File: src/hw/wbs_defs.svh
// Register map, field positions and reset values for the wake/bridge status bank.
`ifndef WBS_DEFS_SVH
`define WBS_DEFS_SVH

// ==========================================================================
// Register addresses on the documented register port
// ==========================================================================
`define WBS_ADDR_W 7
`define WBS_ADDR_WAKE_LVL 7'h45
`define WBS_ADDR_HS_FAULT 7'h46
`define WBS_ADDR_BRIDGE_GENERAL_STATUS 7'h50

// ==========================================================================
// Field positions
// ==========================================================================
`define WBS_DATA_W 16
`define WBS_WAKE4_BIT 3
`define WBS_WAKE5_BIT 4
`define WBS_HS_OC_LSB 0
`define WBS_HS_OL_LSB 5
`define WBS_HS_OT_LSB 10
`define WBS_GEN_PWM_LSB 0
`define WBS_GEN_HB_LSB 6
`define WBS_NUM_SW 3
`define WBS_NUM_BR 3
`define WBS_NUM_PWM 6
`define WBS_NUM_FLT 9

// ==========================================================================
// Reset values and restart masks
// ==========================================================================
`define WBS_RST_ZERO 16'h0000
`define WBS_HS_RESTART_KEEP 16'h3FFF
`define WBS_GEN_RESTART_KEEP 16'h00C1
`define WBS_BR_MODE_ACTIVE 2'h3

`endif

File: src/hw/wbs_pkg.sv
// Types shared by the wake/bridge status bank.
`default_nettype none
package wbs_pkg;

  // ========================================================================
  // Device operating modes, one-hot
  // ========================================================================
  typedef enum logic [5:0] {
    WBS_MODE_INIT     = 6'h01,
    WBS_MODE_NORMAL   = 6'h02,
    WBS_MODE_STOP     = 6'h04,
    WBS_MODE_SLEEP    = 6'h08,
    WBS_MODE_RESTART  = 6'h10,
    WBS_MODE_FAILSAFE = 6'h20
  } wbs_mode_t;

  typedef logic [15:0] wbs_word_t;

endpackage : wbs_pkg

`default_nettype wire

File: src/hw/wbs_flag_if.sv
// Interface between the register bank and its sticky fault-flag latch.
`timescale 1ns/10ps
`default_nettype none

interface wbs_flag_if #(
  parameter int N = 9
);
  logic [N-1:0] evt;
  logic [N-1:0] clr;
  logic soft_clr;
  logic [N-1:0] flags;

  modport latch (input evt, input clr, input soft_clr, output flags);
  modport ctl (output evt, output clr, output soft_clr, input flags);
endinterface : wbs_flag_if

`default_nettype wire

File: src/hw/wbs_fault_latch.sv
// Sticky fault flags: set by hardware events, cleared by clear-type reads.
`timescale 1ns/10ps
`default_nettype none

module wbs_fault_latch #(
  parameter int N = 9
) (
  input wire logic clk,
  input wire logic sys_rst,
  wbs_flag_if.latch fl
);

  logic [N-1:0] flags_r;
  logic [N-1:0] flags_nxt;

  // A persisting event sets the flag again in the cycle a read clears it,
  // so a clear-type read never hides a fault that is still present; soft_clr wins over it.
  assign flags_nxt = fl.soft_clr ? '0 : ((flags_r & ~fl.clr) | fl.evt);

  always_ff @(posedge clk or posedge sys_rst) begin
    if (sys_rst) begin
      flags_r <= '0;
    end else begin
      flags_r <= flags_nxt;
    end
  end

  assign fl.flags = flags_r;

endmodule : wbs_fault_latch

`default_nettype wire

File: src/hw/wbs_status_bank.sv
// Wake level, high-side fault and bridge general status register bank.
`timescale 1ns/10ps
`default_nettype none
`include "wbs_defs.svh"

module wbs_status_bank (
  input wire logic clk,
  input wire logic sys_rst,
  input wire logic soft_rst,
  input wire logic restart_rst,
  input wire wbs_pkg::wbs_mode_t dev_mode,
  input wire logic cyclic_active,
  input wire logic cyclic_sample_stb,
  input wire logic wake_input_five,
  input wire logic wake_input_four,
  input wire logic [5:0] pwm_input,
  input wire logic [2:0] bridge_drop_ok,
  input wire logic [1:0] bridge1_mode_field,
  input wire logic [1:0] bridge2_mode_field,
  input wire logic [1:0] bridge3_mode_field,
  input wire logic charge_pump_enable,
  input wire logic [2:0] switch_overtemp_evt,
  input wire logic [2:0] switch_open_load_evt,
  input wire logic [2:0] switch_overcurrent_evt,
  input wire logic reg_req,
  input wire logic reg_clr,
  input wire logic reg_wr,
  input wire logic [6:0] reg_addr,
  output logic [15:0] reg_rdata,
  output logic reg_ack,
  output logic reg_unmapped,
  output logic wake_source_clear
);

  // ========================================================================
  // Input synchronisers
  // ========================================================================
  // Pins and comparator outputs arrive without reference to clk, so every
  // one passes two flops; only the second flop is read by logic.
  localparam int NSYNC = 20;

  logic [NSYNC-1:0] async_in;
  logic [NSYNC-1:0] meta_r;
  logic [NSYNC-1:0] sync_r;

  assign async_in = {switch_overtemp_evt, switch_open_load_evt,
                     switch_overcurrent_evt, bridge_drop_ok, pwm_input,
                     wake_input_five, wake_input_four};

  genvar gi;
  generate
    for (gi = 0; gi < NSYNC; gi++) begin : g_sync
      always_ff @(posedge clk or posedge sys_rst) begin
        if (sys_rst) begin
          meta_r[gi] <= 1'b0;
          sync_r[gi] <= 1'b0;
        end else begin
          meta_r[gi] <= async_in[gi];
          sync_r[gi] <= meta_r[gi];
        end
      end
    end
  endgenerate

  logic wake4_s;
  logic wake5_s;
  logic [5:0] pwm_s;
  logic [2:0] drop_ok_s;
  logic [8:0] fault_evt_s;

  // Slot of each input inside the synchroniser vector, low end first.
  localparam int SY_WAKE4 = 0;
  localparam int SY_WAKE5 = 1;
  localparam int SY_PWM = 2;
  localparam int SY_DROP = 8;
  localparam int SY_FLT = 11;

  assign wake4_s = sync_r[SY_WAKE4];
  assign wake5_s = sync_r[SY_WAKE5];
  assign pwm_s = sync_r[SY_PWM +: `WBS_NUM_PWM];
  assign drop_ok_s = sync_r[SY_DROP +: `WBS_NUM_BR];
  assign fault_evt_s = sync_r[SY_FLT +: `WBS_NUM_FLT];

  // ========================================================================
  // Register decode
  // ========================================================================
  function automatic logic addr_hit(input logic [6:0] a,
                                    input logic [6:0] target);
    addr_hit = (a == target);
  endfunction : addr_hit

  wire hit_wake = addr_hit(reg_addr, `WBS_ADDR_WAKE_LVL);
  wire hit_hs = addr_hit(reg_addr, `WBS_ADDR_HS_FAULT);
  wire hit_gen = addr_hit(reg_addr, `WBS_ADDR_BRIDGE_GENERAL_STATUS);
  wire hit_any = hit_wake | hit_hs | hit_gen;
  // Writes are accepted on the port but change nothing: all three are
  // status registers.
  wire rd_access = reg_req & ~reg_wr;
  wire clr_access = rd_access & reg_clr & hit_hs;

  // ========================================================================
  // Wake input level register
  // ========================================================================
  logic [1:0] wake_r;
  logic [1:0] wake_nxt;

  wire mode_refresh = (dev_mode == wbs_pkg::WBS_MODE_NORMAL) |
                      (dev_mode == wbs_pkg::WBS_MODE_STOP) |
                      (dev_mode == wbs_pkg::WBS_MODE_INIT) |
                      (dev_mode == wbs_pkg::WBS_MODE_RESTART);
  // In cyclic operation a level only counts once it has been sampled.
  wire wake_load = mode_refresh &
                   (~cyclic_active | cyclic_sample_stb);

  always_comb begin
    wake_nxt = wake_r;
    if (soft_rst || restart_rst) begin
      wake_nxt = 2'h0;
    end else if (wake_load) begin
      wake_nxt = {wake5_s, wake4_s};
    end
  end

  always_ff @(posedge clk or posedge sys_rst) begin
    if (sys_rst) begin
      wake_r <= 2'h0;
    end else begin
      wake_r <= wake_nxt;
    end
  end

  wbs_pkg::wbs_word_t wake_word;
  always_comb begin
    wake_word = `WBS_RST_ZERO;
    wake_word[`WBS_WAKE5_BIT] = wake_r[1];
    wake_word[`WBS_WAKE4_BIT] = wake_r[0];
  end

  // ========================================================================
  // High-side fault flags
  // ========================================================================
  wbs_flag_if #(.N(`WBS_NUM_FLT)) flt ();

  wbs_fault_latch #(.N(`WBS_NUM_FLT)) u_latch (
    .clk(clk),
    .sys_rst(sys_rst),
    .fl(flt)
  );

  // Flag order inside the latch: overcurrent, open load, overtemperature,
  // each switch one to three from the low end.
  localparam int FL_OC = 0;
  localparam int FL_OL = 3;
  localparam int FL_OT = 6;

  wbs_pkg::wbs_word_t hs_word;
  always_comb begin
    hs_word = `WBS_RST_ZERO;
    hs_word[`WBS_HS_OC_LSB +: `WBS_NUM_SW] = flt.flags[FL_OC +: `WBS_NUM_SW];
    hs_word[`WBS_HS_OL_LSB +: `WBS_NUM_SW] = flt.flags[FL_OL +: `WBS_NUM_SW];
    hs_word[`WBS_HS_OT_LSB +: `WBS_NUM_SW] = flt.flags[FL_OT +: `WBS_NUM_SW];
    // Restart leaves the latch untouched; only the reserved top bits are
    // forced, which they already are.
    hs_word = hs_word & `WBS_HS_RESTART_KEEP;
  end

  // Only flags that the host actually saw set are cleared by the access,
  // and a fault arriving in the same cycle still sets its flag.
  assign flt.evt = {fault_evt_s[8:6], fault_evt_s[5:3], fault_evt_s[2:0]};
  assign flt.clr = clr_access ? flt.flags : '0;
  assign flt.soft_clr = soft_rst;

  // ========================================================================
  // General status register
  // ========================================================================
  logic [2:0] br_enabled;
  logic [1:0] br_mode [`WBS_NUM_BR];

  assign br_mode[0] = bridge1_mode_field;
  assign br_mode[1] = bridge2_mode_field;
  assign br_mode[2] = bridge3_mode_field;

  genvar bi;
  generate
    for (bi = 0; bi < `WBS_NUM_BR; bi++) begin : g_br_en
      assign br_enabled[bi] = charge_pump_enable &
                              (br_mode[bi] == `WBS_BR_MODE_ACTIVE);
    end
  endgenerate

  // The comparator reports high when the supply-to-output drop is at or
  // below threshold; a disabled bridge reads low whatever it reports.
  wire [2:0] br_level = drop_ok_s & br_enabled;

  wbs_pkg::wbs_word_t gen_live;
  always_comb begin
    gen_live = `WBS_RST_ZERO;
    gen_live[`WBS_GEN_HB_LSB +: `WBS_NUM_BR] = br_level;
    gen_live[`WBS_GEN_PWM_LSB +: `WBS_NUM_PWM] = pwm_s;
  end

  wbs_pkg::wbs_word_t gen_r;
  wbs_pkg::wbs_word_t gen_nxt;

  always_comb begin
    if (soft_rst) begin
      gen_nxt = `WBS_RST_ZERO;
    end else if (restart_rst) begin
      gen_nxt = gen_r & `WBS_GEN_RESTART_KEEP;
    end else begin
      gen_nxt = gen_live;
    end
  end

  always_ff @(posedge clk or posedge sys_rst) begin
    if (sys_rst) begin
      gen_r <= `WBS_RST_ZERO;
    end else begin
      gen_r <= gen_nxt;
    end
  end

  // ========================================================================
  // Fail-safe entry
  // ========================================================================
  logic failsafe_prev_r;
  logic wsc_r;
  wire in_failsafe = (dev_mode == wbs_pkg::WBS_MODE_FAILSAFE);

  // The previous mode resets to not fail-safe, so a device that leaves
  // reset straight into fail-safe still clears its wake sources once.
  always_ff @(posedge clk or posedge sys_rst) begin
    if (sys_rst) begin
      failsafe_prev_r <= 1'b0;
    end else begin
      failsafe_prev_r <= in_failsafe;
    end
  end

  always_ff @(posedge clk or posedge sys_rst) begin
    if (sys_rst) begin
      wsc_r <= 1'b0;
    end else begin
      wsc_r <= in_failsafe & ~failsafe_prev_r;
    end
  end

  assign wake_source_clear = wsc_r;

  // ========================================================================
  // Read data path
  // ========================================================================
  wbs_pkg::wbs_word_t rd_sel;
  assign rd_sel = hit_wake ? wake_word :
                  hit_hs ? hs_word :
                  hit_gen ? gen_r : `WBS_RST_ZERO;

  logic [15:0] rdata_r;
  logic ack_r;
  logic unmapped_r;

  // A write is answered like a read but leaves the read data as it was.
  always_ff @(posedge clk or posedge sys_rst) begin
    if (sys_rst) begin
      rdata_r <= `WBS_RST_ZERO;
    end else if (rd_access) begin
      rdata_r <= rd_sel;
    end
  end

  always_ff @(posedge clk or posedge sys_rst) begin
    if (sys_rst) begin
      ack_r <= 1'b0;
    end else begin
      ack_r <= reg_req;
    end
  end

  always_ff @(posedge clk or posedge sys_rst) begin
    if (sys_rst) begin
      unmapped_r <= 1'b0;
    end else begin
      unmapped_r <= reg_req & ~hit_any;
    end
  end

  assign reg_rdata = rdata_r;
  assign reg_ack = ack_r;
  assign reg_unmapped = unmapped_r;

endmodule : wbs_status_bank

`default_nettype wire

File: config.mk
export PLATFORM = sky130hd
export DESIGN_NAME = wbs_status_bank
export DESIGN_NICKNAME = d
export VERILOG_FILES = /design/src/hw/wbs_pkg.sv /design/src/hw/wbs_flag_if.sv /design/src/hw/wbs_fault_latch.sv /design/src/hw/wbs_status_bank.sv
export VERILOG_INCLUDE_DIRS = /design/src /design/src/hw
export SDC_FILE = /design/constraint.sdc
export NUM_CORES = 1
export LEC_CHECK = 0
export BUFFER_PORTS_ARGS = -buffer_cell sky130_fd_sc_hd__buf_2
export CAP_MARGIN = 40
export CORE_UTILIZATION = 45
export CTS_BUF_LIST = sky130_fd_sc_hd__clkbuf_8 sky130_fd_sc_hd__clkbuf_16
export DETAILED_ROUTE_END_ITERATION = 7
export PLACE_DENSITY = 0.7
export SLEW_MARGIN = 5
export SYNTH_ARGS = -nofsm -noshare
export SYNTH_HDL_FRONTEND = slang
export SYNTH_SLANG_ARGS = --single-unit
File: constraint.sdc
create_clock -name clk -period 4.22 [get_ports clk]
set_input_delay 0.844 -clock clk [delete_from_list [all_inputs] [get_ports clk]]
set_output_delay 0.844 -clock clk [all_outputs]
set_load 0.01 [all_outputs]
==> run metrics <==
RSZ-0062 raised after global routing=no; most common library cells after synthesis=76 x dfrtp_1, 19 x nor2_1, 16 x nand2_1; drt pass-1 iters=4; crit end category=flop; layout cells sized above 1=about a third; CP peak stage delay=about 0.46 ns; relative slew slack=around half; crit path kind=primary input to flop; pin count of the biggest net entering global routing=47; clk_skew=approximately 0.011 ns; GRT overflow=0; Worst Tran Pin Value=0.750 ns; Synth area leader=dfrtp_1; setup TNS=0 ns; P per Cell Area=449 nW/um2; Die Span X=between 70 and 80 um; slowest cell on the critical path=and3_1; gp weighted congestion=0.714; top post-synthesis cells by area=dfrtp_1 73%, nor2_1 2.7%, a22oi_1 2.3%; Synth cell types=35; Final Cell Area=3170 um2; CTS Hold Bufs=0; core area=approximately 5500 um2; Seq/Total Area, Yosys=about three quarters; clk buf depth=2; H-tree lvl count=3; vias in the first global route=around 1500; io pins=68; DP Area=2950 um2; Setup Viol. Count Final=0; critical path buffer and inverter count=1; most used flip-flop cell after synthesis=dfrtp_1; CTS Buf Count=9; Max Cap Violations=0; number of setup buffers added after CTS=0; post-route clock period utilization=41.6%; Mapped Area=2600 um2; asr flop ratio synth=100%; final WL=slightly above 4000 um; area grow syn2layout=21.9%; synthesized flop and latch total=76; final core utilization=57.1%; via count=approximately 1500; Initial Utilization=a little under half; buffers added on ports=63; Die Area=6080 um2; post-synthesis cell count=between 150 and 200; initial antenna violation count=0; Max Clk Rate=between 500 and 600 MHz; drt wl/cell=12.1 um; Post-CTS Resized=0; number of antenna-violating nets in the routed design=0; Critical Path AT=a little over 2 ns; Worst setup SP type=primary input; TritonCTS clock tree=built; Skew-Pair Late Insertion Delay=~0.35 ns; # DRC=0; Die H=78.0 um; Worst Path Required=4.49 ns; Pleak=approximately 1.5 nW; Final Hold Viols=0; Hold WC Path Type=flop to flop; post-DP HPWL=roughly 2800 um; first-pass GRT wire length=a little under 7000 um; CP Cell Sequence=buf_2 > nor4b_2 > and3_1 > a22oi_1 > o21ai_2; Layout Nets=308; Max VDD drop=between 0.2 and 0.3 mV; Crit Path Max Fanout=10; Yosys Warn Count=0; status=finished clean; Total GRT Usage=approximately 16%; CP top delay family=simple AND/OR/NAND/NOR gates; row cnt=27; Final Slew Violations=0; Via density=4.56; Root Buffer=clkbuf_8; CTS sink cnt=76; Worst-path clk slew=about 0.080 ns; Fillers=478; initial drt markers=just over 70; Post-synth EDFFs=0; Final min period=~1.8 ns; Synth top area share=between 70% and 80%; ANT cells=0; count leader, synth=dfrtp_1; Synth Area per Inst=around 14 um2
## kinds of logic (layout without fill, tap and decap cells)
family | after synthesis | count (layout) | share of synthesized area [%]
XOR/XNOR | 1 | 1 | 0.337
flip-flops | 76 | 76 | 73.3
AO/OA/AOI/OAI | 39 | 39 | 9.69
AND/OR/NAND/NOR | 61 | 61 | 13.1
buffers and inverters | 12 | 82 | 3.08
other | 1 | 4 | 0.144
multiplexers | 1 | 1 | 0.386
## final timing paths
kind	startpoint	end	slack, ns	cells past startpoint
max	reg_addr[1]	reg_rdata[1]$_DFFE_PP0N_	2.46	5
min	meta_r[5]$_DFF_PP0_	gen_live[3]$_DFF_PP0_	0.34	0
max reg2reg	drop_ok_s[0]$_DFF_PP0_	gen_r[6]$_DFFE_PP0P_	3.41	4
min reg2reg	meta_r[5]$_DFF_PP0_	gen_live[3]$_DFF_PP0_	0.34	0
max in group asynchronous	sys_rst	u_latch.fl.flags[3]$_DFF_PP0_	2.77	3
min in group asynchronous	sys_rst	meta_r[1]$_DFF_PP0_	0.59	2
## layout make-up
class                   instances  area, um2  share of cell area (%)
clock buffers                   9        124                    3.91
clock inverters                 7       92.6                    2.92
inverters                       2       8.76                   0.277
multi-input cells             106        626                    19.8
flip-flops and latches         76       1900                    60.1
well taps                      72       90.1                    2.85
repair buffers                 64        323                    10.2
## stage by stage
stage | setup slack, ns | hold slack, ns | total power [mW] | std cells
after global routing | 2.36 | 0.356 | 1.49 | 336
after floorplan | 1.44 | 0.331 | 0.819 | 194
final | 2.46 | 0.343 | 1.42 | 336
after detailed placement | 2.13 | 0.335 | 0.853 | 320
after global placement | 2.17 | 0.333 | 0.851 | 320
after CTS | 2.48 | 0.349 | 1.44 | 336
## routing by layer
layer	vias up	GRT usage, %	routed length [um]
li1	788	-	-
met1	684	20.8	2040
met2	52	21.5	1680
met3	8	6.94	252
met4	0	8.33	99
met5	-	0	0
## power breakdown
part / leakage, nW / internal (mW) / switching [mW] / total (mW)
clock network: 0.107 / 0.330 / 0.255 / 0.585
logic: 0.494 / 0.0290 / 0.0408 / 0.0698
registers: 0.948 / 0.757 / 0.00965 / 0.767
total: 1.55 / 1.12 / 0.305 / 1.42
## flip-flops by register name, summed over array words and instances, names as in the netlist
name,flops
drop_ok_s,3
failsafe_prev_r,1
fault_evt_s,9
gen_live,6
gen_r,9
meta_r,20
reg_ack,1
reg_rdata,12
reg_unmapped,1
u_latch.fl.flags,9
wake4_s,1
wake5_s,1
wake_r,2
wake_source_clear,1
## placed cells by master (no fill, tap or decap)
cell type / netlist / final
xor2_1: 1 / 1
nor4b_2: 2 / 2
a211o_1: 1 / 1
dfrtp_1: 76 / 76
nor2_1: 19 / 19
and2_1: 6 / 6
a211oi_1: 1 / 1
o21a_1: 1 / 1
or2b_4: 1 / 1
nor4b_1: 2 / 2
and4b_2: 1 / 1
nand2_1: 16 / 16
buf_4: 5 / 1
nor3b_1: 1 / 1
nor3_1: 1 / 1
o21ai_0: 3 / 3
and4bb_1: 1 / 1
nand3_1: 2 / 2
clkbuf_8: 0 / 9
nand2b_1: 1 / 1
clkinvlp_4: 0 / 2
o21ai_1: 6 / 6
bufinv_16: 0 / 2
a22oi_1: 8 / 8
inv_1: 2 / 2
and3_1: 1 / 1
o21ai_2: 6 / 6
nand4_2: 1 / 1
a21boi_1: 2 / 2
nand4_1: 3 / 3
and4b_1: 1 / 1
a21oi_1: 11 / 11
clkinv_2: 0 / 2
conb_1: 1 / 4
mux2i_1: 1 / 1
clkinv_4: 0 / 1
nor2b_1: 2 / 2
buf_2: 1 / 63
(Power assumes the default switching activity.)
